==> src/inc/logic_cell_pkg.sv <==
// package for the dual register logic cell: sizes, register map, reset values, timing
package logic_cell_pkg;

  // geometry
  localparam int CELLS = 10;
  localparam int REGS  = 2 * CELLS;

  // wishbone register byte offsets
  localparam logic [7:0] CTRL_OFFSET      = 8'h00;
  localparam logic [7:0] TTYPE_OFFSET     = 8'h04;
  localparam logic [7:0] PINCLK_OFFSET    = 8'h08;
  localparam logic [7:0] POLARITY_OFFSET  = 8'h0C;
  localparam logic [7:0] SIGNATURE_OFFSET = 8'h10;
  localparam logic [7:0] STATE_OFFSET     = 8'h14;
  localparam logic [7:0] TIMER_OFFSET     = 8'h18;

  // control register field positions
  localparam int CTRL_LEGACY_BIT = 0;
  localparam int CTRL_KEEPER_BIT = 1;
  localparam int CTRL_SECURE_BIT = 2;

  // reset values
  localparam logic [REGS-1:0]  TTYPE_RESET     = 20'h00000;
  localparam logic [REGS-1:0]  PINCLK_RESET    = 20'h00000;
  localparam logic [CELLS-1:0] POLARITY_RESET  = 10'h000;
  localparam logic [31:0]      SIGNATURE_RESET = 32'h00000000;

  // power-up reset interval: longest time, rounded down to clock cycles
  localparam int CLK_PERIOD_PS            = 4000;
  localparam int POWER_UP_RESET_INTERVAL_NS = 1000;
  localparam int POWER_UP_RESET_CYCLES =
    (POWER_UP_RESET_INTERVAL_NS * 1000) / CLK_PERIOD_PS;

  // configuration fuses as software sees them
  typedef struct packed {
    logic             legacy;
    logic             keeper;
    logic             secure;
    logic [REGS-1:0]  ttype;
    logic [REGS-1:0]  pinclk;
    logic [CELLS-1:0] polarity;
    logic [31:0]      signature;
  } cfg_type;

  // per-register array terms presented to the cell
  typedef struct packed {
    logic [REGS-1:0] sum;
    logic [REGS-1:0] reset;
    logic [REGS-1:0] clock;
  } terms_type;

endpackage

==> src/rtl/logic_cell.sv <==
// dual register output logic cells with wishbone configuration port
// Functional notes
// On power-up reset every register clears low with no clock needed.
// Registered pin level equals cleared register combined with output polarity.
// Outside logic keeps clocks stable during the power-up reset interval.
// Outside logic meets setup before driving any clock high after reset.
// Each flip-flop individually selects D-type or T-type behaviour.
// Each flip-flop selects its clock term or the dedicated clock pin.
// Two flip-flops per cell, twenty registers in all.
// Each register has its own sum, reset and clock terms.
// Every pin has its own input path; every register its own feedback.
// Each pin driver enabled by its own output enable term.
// One synchronous preset shared by all registers sets them high.
// Outside logic raises internal clocks and meets timing during preset.
// Each register's reset term clears it at once, regardless of clock.
// After security fuse is set every configuration fuse reads as programmed.
// Programming flow sets the security fuse last.
// Preload forces register to pin level, independent of output polarity.
// Preload clock pulse loads register 0 or 1 by select; other keeps value.
// Preload only while supervoltage detect input is asserted.
// Legacy mode: no T-type, no pin clocking, no second register feedback.
// Legacy mode: signature row reads zero and pin-keeper is disabled.
// T-type toggles on an active edge when sum term is one, else holds.
// Reset term beats preset acting on the same register.
module logic_cell #(
  parameter int CELLS = logic_cell_pkg::CELLS,
  parameter int REGS  = logic_cell_pkg::REGS,
  parameter int POWER_UP_RESET_CYCLES = logic_cell_pkg::POWER_UP_RESET_CYCLES
) (
  // clock and power-up reset
  input  wire logic                       CLK,
  input  wire logic                       SRST,
  // wishbone slave
  input  wire logic                       WB_CYC_I,
  input  wire logic                       WB_STB_I,
  input  wire logic                       WB_WE_I,
  input  wire logic [7:0]                 WB_ADR_I,
  input  wire logic [3:0]                 WB_SEL_I,
  input  wire logic [31:0]                WB_DAT_I,
  output logic      [31:0]                WB_DAT_O,
  output logic                            WB_ACK_O,
  // array terms and shared controls
  input  wire logic_cell_pkg::terms_type  TERMS,
  input  wire logic                       CLOCK_PIN,
  input  wire logic                       SYNC_PRESET,
  input  wire logic [CELLS-1:0]           OE_TERM,
  // preload test controls
  input  wire logic                       PRELOAD_HV,
  input  wire logic                       PRELOAD_SEL,
  // i/o pins
  input  wire logic [CELLS-1:0]           IO_IN,
  output logic      [CELLS-1:0]           IO_OUT,
  output logic      [CELLS-1:0]           IO_OE,
  output logic                            PIN_KEEPER_EN,
  // paths back into the array
  output logic      [CELLS-1:0]           PIN_FEEDBACK,
  output logic      [REGS-1:0]            REG_FEEDBACK,
  output logic                            POWER_UP_BUSY
);

  logic_cell_pkg::cfg_type cfg;
  logic [REGS-1:0]  state;
  logic [REGS-1:0]  next_state;
  logic [REGS-1:0]  live_state;
  logic [REGS-1:0]  clock_term_prev;
  logic             clock_pin_prev;
  logic [REGS-1:0]  edge_hit;
  logic [REGS-1:0]  ttype_eff;
  logic [REGS-1:0]  pinclk_eff;
  logic [15:0]      pur_count;
  logic             pur_busy;
  logic [31:0]      read_value;
  logic [31:0]      signature_eff;
  logic             wb_req;
  logic             wb_write;
  logic             legacy_fuse;
  logic             keeper_fuse;
  logic             secure_fuse;
  logic [REGS-1:0]  ttype_fuse;
  logic [REGS-1:0]  pinclk_fuse;
  logic [CELLS-1:0] polarity_fuse;
  logic [31:0]      signature_fuse;
  logic [31:0]      ttype_word;
  logic [31:0]      pinclk_word;
  logic [31:0]      polarity_word;

  // byte-lane merge of a write into a stored word
  function automatic logic [31:0] merge(input logic [31:0] old_word,
                                        input logic [31:0] new_word,
                                        input logic [3:0]  sel);
    logic [31:0] res;
    res = old_word;
    for (int b = 0; b < 4; b++) begin
      if (sel[b]) begin
        res[8*b +: 8] = new_word[8*b +: 8];
      end
    end
    return res;
  endfunction

  // one register's value after an active clock edge
  function automatic logic step(input logic q,
                                input logic sum,
                                input logic ttype);
    // toggle or hold
    if (ttype) begin
      return q ^ sum;
    end
    return sum;
  endfunction

  // legacy subset masks the extended fuses
  // legacy subset
  assign ttype_eff  = cfg.legacy ? '0 : cfg.ttype;
  assign pinclk_eff = cfg.legacy ? '0 : cfg.pinclk;

  // power-up reset interval: clock edges are not acted on while it runs
  always_ff @(posedge CLK) begin
    if (SRST) begin
      pur_count <= 16'(POWER_UP_RESET_CYCLES);
    end else if (pur_count != 16'h0000) begin
      pur_count <= pur_count - 16'h0001;
    end
  end
  assign pur_busy      = (pur_count != 16'h0000);
  assign POWER_UP_BUSY = pur_busy;

  // previous levels of every clock source for edge detection
  always_ff @(posedge CLK) begin
    if (SRST) begin
      clock_term_prev <= '0;
      clock_pin_prev  <= 1'b0;
    end else begin
      clock_term_prev <= TERMS.clock;
      clock_pin_prev  <= CLOCK_PIN;
    end
  end

  // active edge per register from its chosen source
  always_comb begin
    for (int r = 0; r < REGS; r++) begin
      // clock source select
      if (pinclk_eff[r]) begin
        edge_hit[r] = CLOCK_PIN & ~clock_pin_prev;
      end else begin
        // own clock term
        edge_hit[r] = TERMS.clock[r] & ~clock_term_prev[r];
      end
      // edges ignored during interval
      if (pur_busy) begin
        edge_hit[r] = 1'b0;
      end
    end
  end

  // next value of all twenty registers
  always_comb begin
    next_state = state;
    for (int r = 0; r < REGS; r++) begin
      if (edge_hit[r]) begin
        if (PRELOAD_HV) begin
          // preload under supervoltage
          // select picks the register
          if ((r >= CELLS) == PRELOAD_SEL) begin
            // pin level, no polarity
            next_state[r] = IO_IN[r % CELLS];
          end
        end else if (SYNC_PRESET) begin
          // shared preset sets high
          next_state[r] = 1'b1;
        end else begin
          // d or t behaviour
          next_state[r] = step(state[r], TERMS.sum[r], ttype_eff[r]);
        end
      end
      // reset beats preset
      // individual reset clears
      if (TERMS.reset[r]) begin
        next_state[r] = 1'b0;
      end
    end
  end

  // the twenty flip-flops, two per cell
  always_ff @(posedge CLK) begin
    // two per cell
    // power-up clear
    if (SRST) begin
      state <= '0;
    end else begin
      state <= next_state;
    end
  end

  // reset term also masks the stored value at once, so clear needs no edge
  // immediate clear
  assign live_state = state & ~TERMS.reset;

  // registered outputs through the programmable polarity
  // polarity after reset
  assign IO_OUT = live_state[CELLS-1:0] ^ cfg.polarity;

  // per-pin enable term
  assign IO_OE = OE_TERM;

  // dedicated input path
  assign PIN_FEEDBACK = IO_IN;

  // second register feedback is absent in the legacy subset
  // no second feedback
  assign REG_FEEDBACK = {live_state[REGS-1:CELLS] & {CELLS{~cfg.legacy}},
                         live_state[CELLS-1:0]};

  // keeper off in legacy
  assign PIN_KEEPER_EN = cfg.keeper & ~cfg.legacy;

  // signature forced zero
  assign signature_eff = cfg.legacy ? 32'h00000000 : cfg.signature;

  // wishbone strobes: write lands on the edge where ack is seen high
  assign wb_req   = WB_CYC_I & WB_STB_I;
  assign wb_write = wb_req & WB_ACK_O & WB_WE_I;

  // ack one cycle after the request, dropped the cycle after
  always_ff @(posedge CLK) begin
    if (SRST) begin
      WB_ACK_O <= 1'b0;
    end else begin
      WB_ACK_O <= wb_req & ~WB_ACK_O;
    end
  end

  // fuse rows gathered into one carrier; each row has a single writer below
  assign cfg = {legacy_fuse, keeper_fuse, secure_fuse, ttype_fuse, pinclk_fuse,
                polarity_fuse, signature_fuse};

  // control fuses; security is sticky until power-up reset
  always_ff @(posedge CLK) begin
    if (SRST) begin
      legacy_fuse <= 1'b0;
      keeper_fuse <= 1'b0;
      secure_fuse <= 1'b0;
    end else if (wb_write && WB_ADR_I == logic_cell_pkg::CTRL_OFFSET && WB_SEL_I[0]) begin
      legacy_fuse <= WB_DAT_I[logic_cell_pkg::CTRL_LEGACY_BIT];
      keeper_fuse <= WB_DAT_I[logic_cell_pkg::CTRL_KEEPER_BIT];
      secure_fuse <= secure_fuse | WB_DAT_I[logic_cell_pkg::CTRL_SECURE_BIT];
    end
  end

  // byte-lane merged write words; only the low bits are real fuses
  assign ttype_word    = merge(32'(ttype_fuse), WB_DAT_I, WB_SEL_I);
  assign pinclk_word   = merge(32'(pinclk_fuse), WB_DAT_I, WB_SEL_I);
  assign polarity_word = merge(32'(polarity_fuse), WB_DAT_I, WB_SEL_I);

  // per-register configuration words
  always_ff @(posedge CLK) begin
    if (SRST) begin
      ttype_fuse    <= logic_cell_pkg::TTYPE_RESET;
      pinclk_fuse   <= logic_cell_pkg::PINCLK_RESET;
      polarity_fuse <= logic_cell_pkg::POLARITY_RESET;
    end else if (wb_write) begin
      unique case (WB_ADR_I)
        logic_cell_pkg::TTYPE_OFFSET: begin
          ttype_fuse <= ttype_word[REGS-1:0];
        end
        logic_cell_pkg::PINCLK_OFFSET: begin
          pinclk_fuse <= pinclk_word[REGS-1:0];
        end
        logic_cell_pkg::POLARITY_OFFSET: begin
          polarity_fuse <= polarity_word[CELLS-1:0];
        end
        default: begin
          ttype_fuse <= ttype_fuse;
        end
      endcase
    end
  end

  // user signature row; legacy load writes zeros into it
  always_ff @(posedge CLK) begin
    if (SRST) begin
      signature_fuse <= logic_cell_pkg::SIGNATURE_RESET;
    end else if (legacy_fuse) begin
      signature_fuse <= 32'h00000000;
    end else if (wb_write && WB_ADR_I == logic_cell_pkg::SIGNATURE_OFFSET) begin
      signature_fuse <= merge(signature_fuse, WB_DAT_I, WB_SEL_I);
    end
  end

  // read mux; fuse words all read as ones once secured
  always_comb begin
    unique case (WB_ADR_I)
      logic_cell_pkg::CTRL_OFFSET: begin
        read_value = {29'h0000000, cfg.secure, cfg.keeper, cfg.legacy};
      end
      logic_cell_pkg::TTYPE_OFFSET: begin
        read_value = 32'(cfg.ttype);
      end
      logic_cell_pkg::PINCLK_OFFSET: begin
        read_value = 32'(cfg.pinclk);
      end
      logic_cell_pkg::POLARITY_OFFSET: begin
        read_value = 32'(cfg.polarity);
      end
      logic_cell_pkg::SIGNATURE_OFFSET: begin
        read_value = signature_eff;
      end
      logic_cell_pkg::STATE_OFFSET: begin
        read_value = 32'(live_state);
      end
      logic_cell_pkg::TIMER_OFFSET: begin
        read_value = {16'h0000, pur_count};
      end
      default: begin
        read_value = 32'h00000000;
      end
    endcase
    // secured fuses read programmed
    if (cfg.secure) begin
      unique case (WB_ADR_I)
        logic_cell_pkg::TTYPE_OFFSET: begin
          read_value = 32'({REGS{1'b1}});
        end
        logic_cell_pkg::PINCLK_OFFSET: begin
          read_value = 32'({REGS{1'b1}});
        end
        logic_cell_pkg::POLARITY_OFFSET: begin
          read_value = 32'({CELLS{1'b1}});
        end
        logic_cell_pkg::SIGNATURE_OFFSET: begin
          read_value = 32'hFFFFFFFF;
        end
        logic_cell_pkg::CTRL_OFFSET: begin
          read_value = 32'h00000007;
        end
        default: begin
          read_value = read_value;
        end
      endcase
    end
  end

  // read data captured as the ack is raised, held otherwise
  always_ff @(posedge CLK) begin
    if (SRST) begin
      WB_DAT_O <= 32'h00000000;
    end else if (wb_req && !WB_ACK_O && !WB_WE_I) begin
      WB_DAT_O <= read_value;
    end
  end

endmodule
==> config.mk <==
export PLATFORM = sky130hd
export DESIGN_NAME = logic_cell
export DESIGN_NICKNAME = d
export VERILOG_FILES = /design/src/inc/logic_cell_pkg.sv /design/src/rtl/logic_cell.sv
export SDC_FILE = /design/constraint.sdc
export NUM_CORES = 1
export LEC_CHECK = 0
export BUFFER_PORTS_ARGS = -buffer_cell sky130_fd_sc_hd__buf_2
export CORE_MARGIN = 1
export CORE_UTILIZATION = 45
export DETAILED_ROUTE_END_ITERATION = 7
export GPL_TIMING_DRIVEN = 1
export PLACE_DENSITY = 0.75
export SYNTH_ARGS = -nofsm -noshare
export SYNTH_HDL_FRONTEND = slang
export SYNTH_SLANG_ARGS = --single-unit
==> constraint.sdc <==
create_clock -name CLK -period 2.35 [get_ports CLK]
set_clock_uncertainty 0.05 [all_clocks]
set_input_delay 0.235 -clock CLK [delete_from_list [all_inputs] [get_ports CLK]]
set_output_delay 0.235 -clock CLK [all_outputs]
set_load 0.005 [all_outputs]
# --- Yosys cells after proc, flatten, opt, wreduce, memory -nomap -nowiden ---
# Cells that the tools add are included.
classes:
  eq_ne: 8
  reduce_logical: 63
  muxes: 226
  add_sub_neg: 1
  bitwise: 74
op_table:
  columns: ["operator", "count"]
  rows:
  - ["one-hot mux 32 bit (7 select lines)", 1]
  - ["two-way mux 1 bit", 220]
  - ["one-hot mux 32 bit (4 select lines)", 1]
  - ["two-way mux 32 bit", 2]
  - ["AND reduction 2 bit", 24]
  - ["OR reduction 2 bit", 22]
  - ["two-way mux 20 bit", 2]
  - ["bitwise AND 1 bit", 26]
  - ["== test 8 x 5 -> 1 bit, second input constant", 3]
  - ["AND reduction 3 bit", 8]
  - ["inverter 1 bit", 23]
  - ["bitwise AND 20 bit", 1]
  - ["inverter 20 bit", 1]
  - ["XOR 1 bit", 20]
  - ["== test 8 x 4 -> 1 bit, second input constant", 2]
  - ["nonzero test 16 bit", 1]
  - ["subtractor 16 x 1 -> 16 bit, second input constant", 1]
  - ["bitwise AND 10 bit", 1]
  - ["XOR 10 bit", 1]
  - ["== test 8 x 3 -> 1 bit, second input constant", 1]
  - ["logical NOT 8 bit", 1]
  - ["logical AND 1 bit", 5]
  - ["logical NOT 1 bit", 2]
  - ["inequality test 2 x 1 -> 1 bit, second input constant", 1]
  - ["2 further kinds", 2]
totals:
  regBits: 175
  in_bits: 133
  word_cells: 412
  output_inout_bits: 85

# --- Logic depth before layout (Yosys ltp) ---
logic_depth:
  depth_word: 8
  ltp_mapped: 8
  mapped_depth_nobuf: 7

# --- Worst setup path before layout ---
# OpenSTA, ideal clock, no wires.
synth_timing:
  path_type: "reg2reg"
  start: "register pur_count[0]"
  end: "register pur_count[1]"
  period_less_slack_ns: 2.063
  stages_incl_launch_ff: 9
  t_arrival_ns: 1.893
  t_required_ns: 2.180
  setup_time_ns: 0.120
  setup_slack_ns: 0.287
  path_cell_list: "dfxtp_1 -> inv_1 -> ha_1 -> nor4b_2 -> nand4_2 -> or3_1 -> clkbuf_1 -> mux2i_1 -> or2_1"
synth_via:
  elab_chain_cells: 1
synth_lines:
  columns: ["element", "line", "text"]
  rows:
  - ["start: declaration", "logic_cell.sv:70", "logic [15:0] pur_count;"]
  - ["start signal: assignment", "logic_cell.sv:120", "pur_count <= 16'(POWER_UP_RESET_CYCLES);"]
  - ["start signal: assignment", "logic_cell.sv:122", "pur_count <= pur_count - 16'h0001;"]
  - ["nonzero test 16 bit", null, null]
  - ["net POWER_UP_BUSY", "logic_cell.sv:58", "output logic POWER_UP_BUSY"]
# The timed path passes the listed nets, and every way through them passes these cells.
# A chain may end at the register's enable or synchronous reset.

# --- Final worst setup path ---
layout_timing:
  start: "register pur_count[0]"
  end: "output POWER_UP_BUSY"
layout_via:
  elab_chain_cells: 1
layout_lines:
  columns: ["element", "line", "text"]
  rows:
  - ["nonzero test 16 bit", "logic_cell.sv:125", "assign pur_busy = (pur_count != 16'h0000);"]
  - ["end: declaration", "logic_cell.sv:58", null]
# No other way between the ends.

==> impl_metrics.tcl <==
set metrics [dict create \
    async_flop_share 0 \
    synth.avg_cell_area_um2 8.02 \
    ys_seq_area_frac 0.385 \
    clkTransAtPathRegs_ps 70 \
    grt_max_degree 47 \
    cellPowerDensity_nw_per_um2 573 \
    syn_inst 1135 \
    ys.flop_type "dfxtp_1" \
    nNetsFinal 1470 \
    via_per_inst 5.64 \
    yosys.area_share.xor_xnor 0.0269 \
    cp_cell_sequence "inv_2 -> ha_1 -> nor4b_4 -> nand4_2 -> or3_4 -> buf_2" \
    layout-drive-gt1-share 0.231 \
    wirelength_um 29400 \
    dp_hpwl_um 21900 \
    p_leak_nw 4.58 \
    tightest_slew_ps 680 \
    hp-class "input pin to register" \
    die_width_um 144 \
    synthSimpleGateAreaFrac 0.297 \
    synth_cell_types 64 \
    rows 51 \
    switchingPower_mw 1.76 \
    cts_num_sinks 175 \
    crit_family "simple AND/OR/NAND/NOR gates" \
    fmax_mhz 445 \
    vias 9096 \
    cp_num_buf_inv 2 \
    netlist_top_cells_count "185 x nand2_1, 175 x dfxtp_1, 97 x nor2_1" \
    rsz0062_at_grt "no" \
    grt_pass1_vias 8187 \
    grt_pass1_wl_um 44700 \
    syn_nets 1270 \
    grt-ovfl-total 0 \
    drcViolationCount 0 \
    drtAntennaViolNets 0 \
    cts_buffers 17 \
    root_buffer "clkbuf_16" \
    synth_edf_count 0 \
    crit_fanout 4 \
    rr_startpoint "pur_count[0]$_SDFFE_PP0P_" \
    synthAdderAreaFrac 0.00275 \
    synth_most_common_cell "nand2_1" \
    io_pins 218 \
    synth_area_leaders "dfxtp_1 38%, nand2_1 7.6%, mux2i_1 7.4%" \
    p_int_mw 4.68 \
    status "finished, final reports clean" \
    core_area_um2 19700 \
    cts_tree "yes" \
    ys_warn_count 0 \
    drt-initial-drc-count 866 \
    portBuffers 197 \
    max-vdd-ir-drop_mv 0.548 \
    setup_tns_ps 0 \
    synth_area_um2 9110 \
    pwr-share-clk 0.443 \
    switching_share 0.274 \
    antenna_found_initial 1 \
    start_util 0.463 \
    dieArea_um2 20800 \
    clock_latency_ps 440 \
    synth_top_cell_by_area "dfxtp_1" \
    slew_headroom 0.547 \
    hold_viol_final 0 \
    worst_slack_ps 103 \
    cp_slowest_stage_delay_ps 390 \
    dieHeight_um 144 \
    yosys_register_bits 175 \
    slew_violations 0 \
    utilization 0.572 \
    setup_viol 0 \
    fin_crit_sh 0.956 \
    synth_top_area_share 0.385 \
    critPathRequiredTime_ps 2070 \
    worstSetupStartpoint "pur_count[0]$_SDFFE_PP0P_" \
    synthMuxAreaShare 0.0761 \
    place_congestion 0.930 \
    cp.arrival_ps 1960 \
    grt_util_all_layers 0.284 \
    dr.pass1.iters 6 \
    area.growth.synth_to_final_pct 23.4 \
    holdCritStartpoint "WB_DAT_I[26]" \
    start_kind "register" \
    pre_cts_ws_ps 181 \
    cp_slowest_cell "or3_4" \
    fillers 1831 \
    crit_path_end_kind "primary output" \
    combPwrFrac 0.089 \
    period_needed_ps 2250 \
    p_seq_frac 0.468 \
    drv_cap 0 \
    h-tree-depth 4 \
    synth_top_family_by_area "simple AND/OR/NAND/NOR gates" \
    wire_per_inst_um 18.2 \
    path_class "register to primary output" \
    synth-compound-area-share 0.156 \
    clock_path_buffers 2 \
]
cells in the final DEF, fill, tap and decap left out, drive strengths merged, types with 3 or more instances in the layout:
cell / netlist / final
o22ai: 12 / 12
a21oi: 86 / 86
nor3: 54 / 54
a221oi: 12 / 12
a22o: 9 / 9
o31ai: 10 / 10
o21ai: 26 / 26
a31o: 12 / 12
nor2b: 45 / 45
nand4b: 3 / 3
nor3b: 4 / 4
a21o: 10 / 10
dlygate4sd3: 0 / 32
dfxtp: 175 / 175
nor4: 4 / 4
or2: 8 / 8
nor2: 100 / 100
mux2i: 67 / 67
nand2b: 47 / 47
xnor2: 11 / 11
a311oi: 7 / 7
clkbuf: 45 / 17
xor2: 17 / 17
and2: 5 / 5
nand2: 185 / 185
inv: 26 / 35
nor4b: 5 / 5
a211oi: 13 / 13
nand3: 33 / 33
nand3b: 16 / 16
clkinv: 0 / 6
or3: 21 / 21
a22oi: 11 / 11
buf: 37 / 231
tightest hold or removal path: stages:
cell and delay (ps):
buf_2 80, mux2i_1 60, nor2_1 80
sequential cells by signal, summed over array words and instances, names as in the netlist:
signal and count:
WB_ACK_O 1, clock_pin_prev 1, ttype_fuse 20, WB_DAT_O 32, legacy_fuse 1, signature_fuse 32
secure_fuse 1, pur_count 16, pinclk_fuse 20, keeper_fuse 1, clock_term_prev 20, state 20
polarity_fuse 10
power by group through the flow:
stage / registers (mW) / logic (mW) / clock network [mW]
3_5_place_dp: 3.08 / 0.517 / 0
3_3_place_gp: 3.08 / 0.513 / 0
6_report: 3.01 / 0.575 / 2.85
2_1_floorplan: 3.08 / 0.289 / 0
5_1_grt: 3.02 / 0.620 / 2.99
4_1_cts: 3.01 / 0.564 / 2.86
kinds of logic (layout without fill, tap and decap cells):
group           count (synthesis)  in the layout
other cells                     0              1
xor+xnor                       28             28
mux                            69             69
fa+ha+maj                       2              2
flops                         175            175
simple gates                  537            537
compound gates                216            216
buf+inv                       108            321
layout make-up:
class | instances | area, um2 | area share
Clock inverter | 15 | 164 | 0.0146
Sequential cell | 175 | 3500 | 0.312
Clock buffer | 17 | 425 | 0.0379
Inverter | 26 | 97.6 | 0.00869
Antenna cell | 1 | 2.50 | 0.000223
Timing Repair Buffer | 263 | 1600 | 0.143
Tap cell | 265 | 332 | 0.0295
Multi-Input combinational cell | 852 | 5110 | 0.455
what timing repair did:
action                                  4_1_cts  5_1_grt
buffers inserted                              2        0
pin swaps                                     1        1
hold buffers                                 31        1
gates resized for setup                       2        2
endpoints found under the setup margin        1        1
endpoints found under the hold margin        31        1
per-layer routing:
metal / track usage / wire [um]
met5: 0 / 0
met4: 0.0986 / 738
met3: 0.0586 / 2950
met2: 0.438 / 13100
met1: 0.390 / 12600
stage by stage:
step / instance area (um2) / instances / hold WS (ps) / power [mW]
finish: 11200 / 1614 / 5.84 / 6.44
global route: 11200 / 1614 / 13.3 / 6.63
CTS: 11200 / 1612 / 0.639 / 6.44
detailed placement: 10300 / 1547 / 395 / 3.60
global placement: 10300 / 1547 / 388 / 3.60
floorplan: 9110 / 1135 / 313 / 3.37
final timing paths:
kind	to	slack, ps	depth (start not counted)
max	POWER_UP_BUSY	100	6
min	signature_fuse[26]$_SDFFE_PP0P_	6	3
max reg2reg	state[5]$_SDFFE_PP0P_	230	9
min reg2reg	signature_fuse[1]$_SDFFE_PP0P_	400	2
No activity file was read; power rests on OpenSTA's default activity.
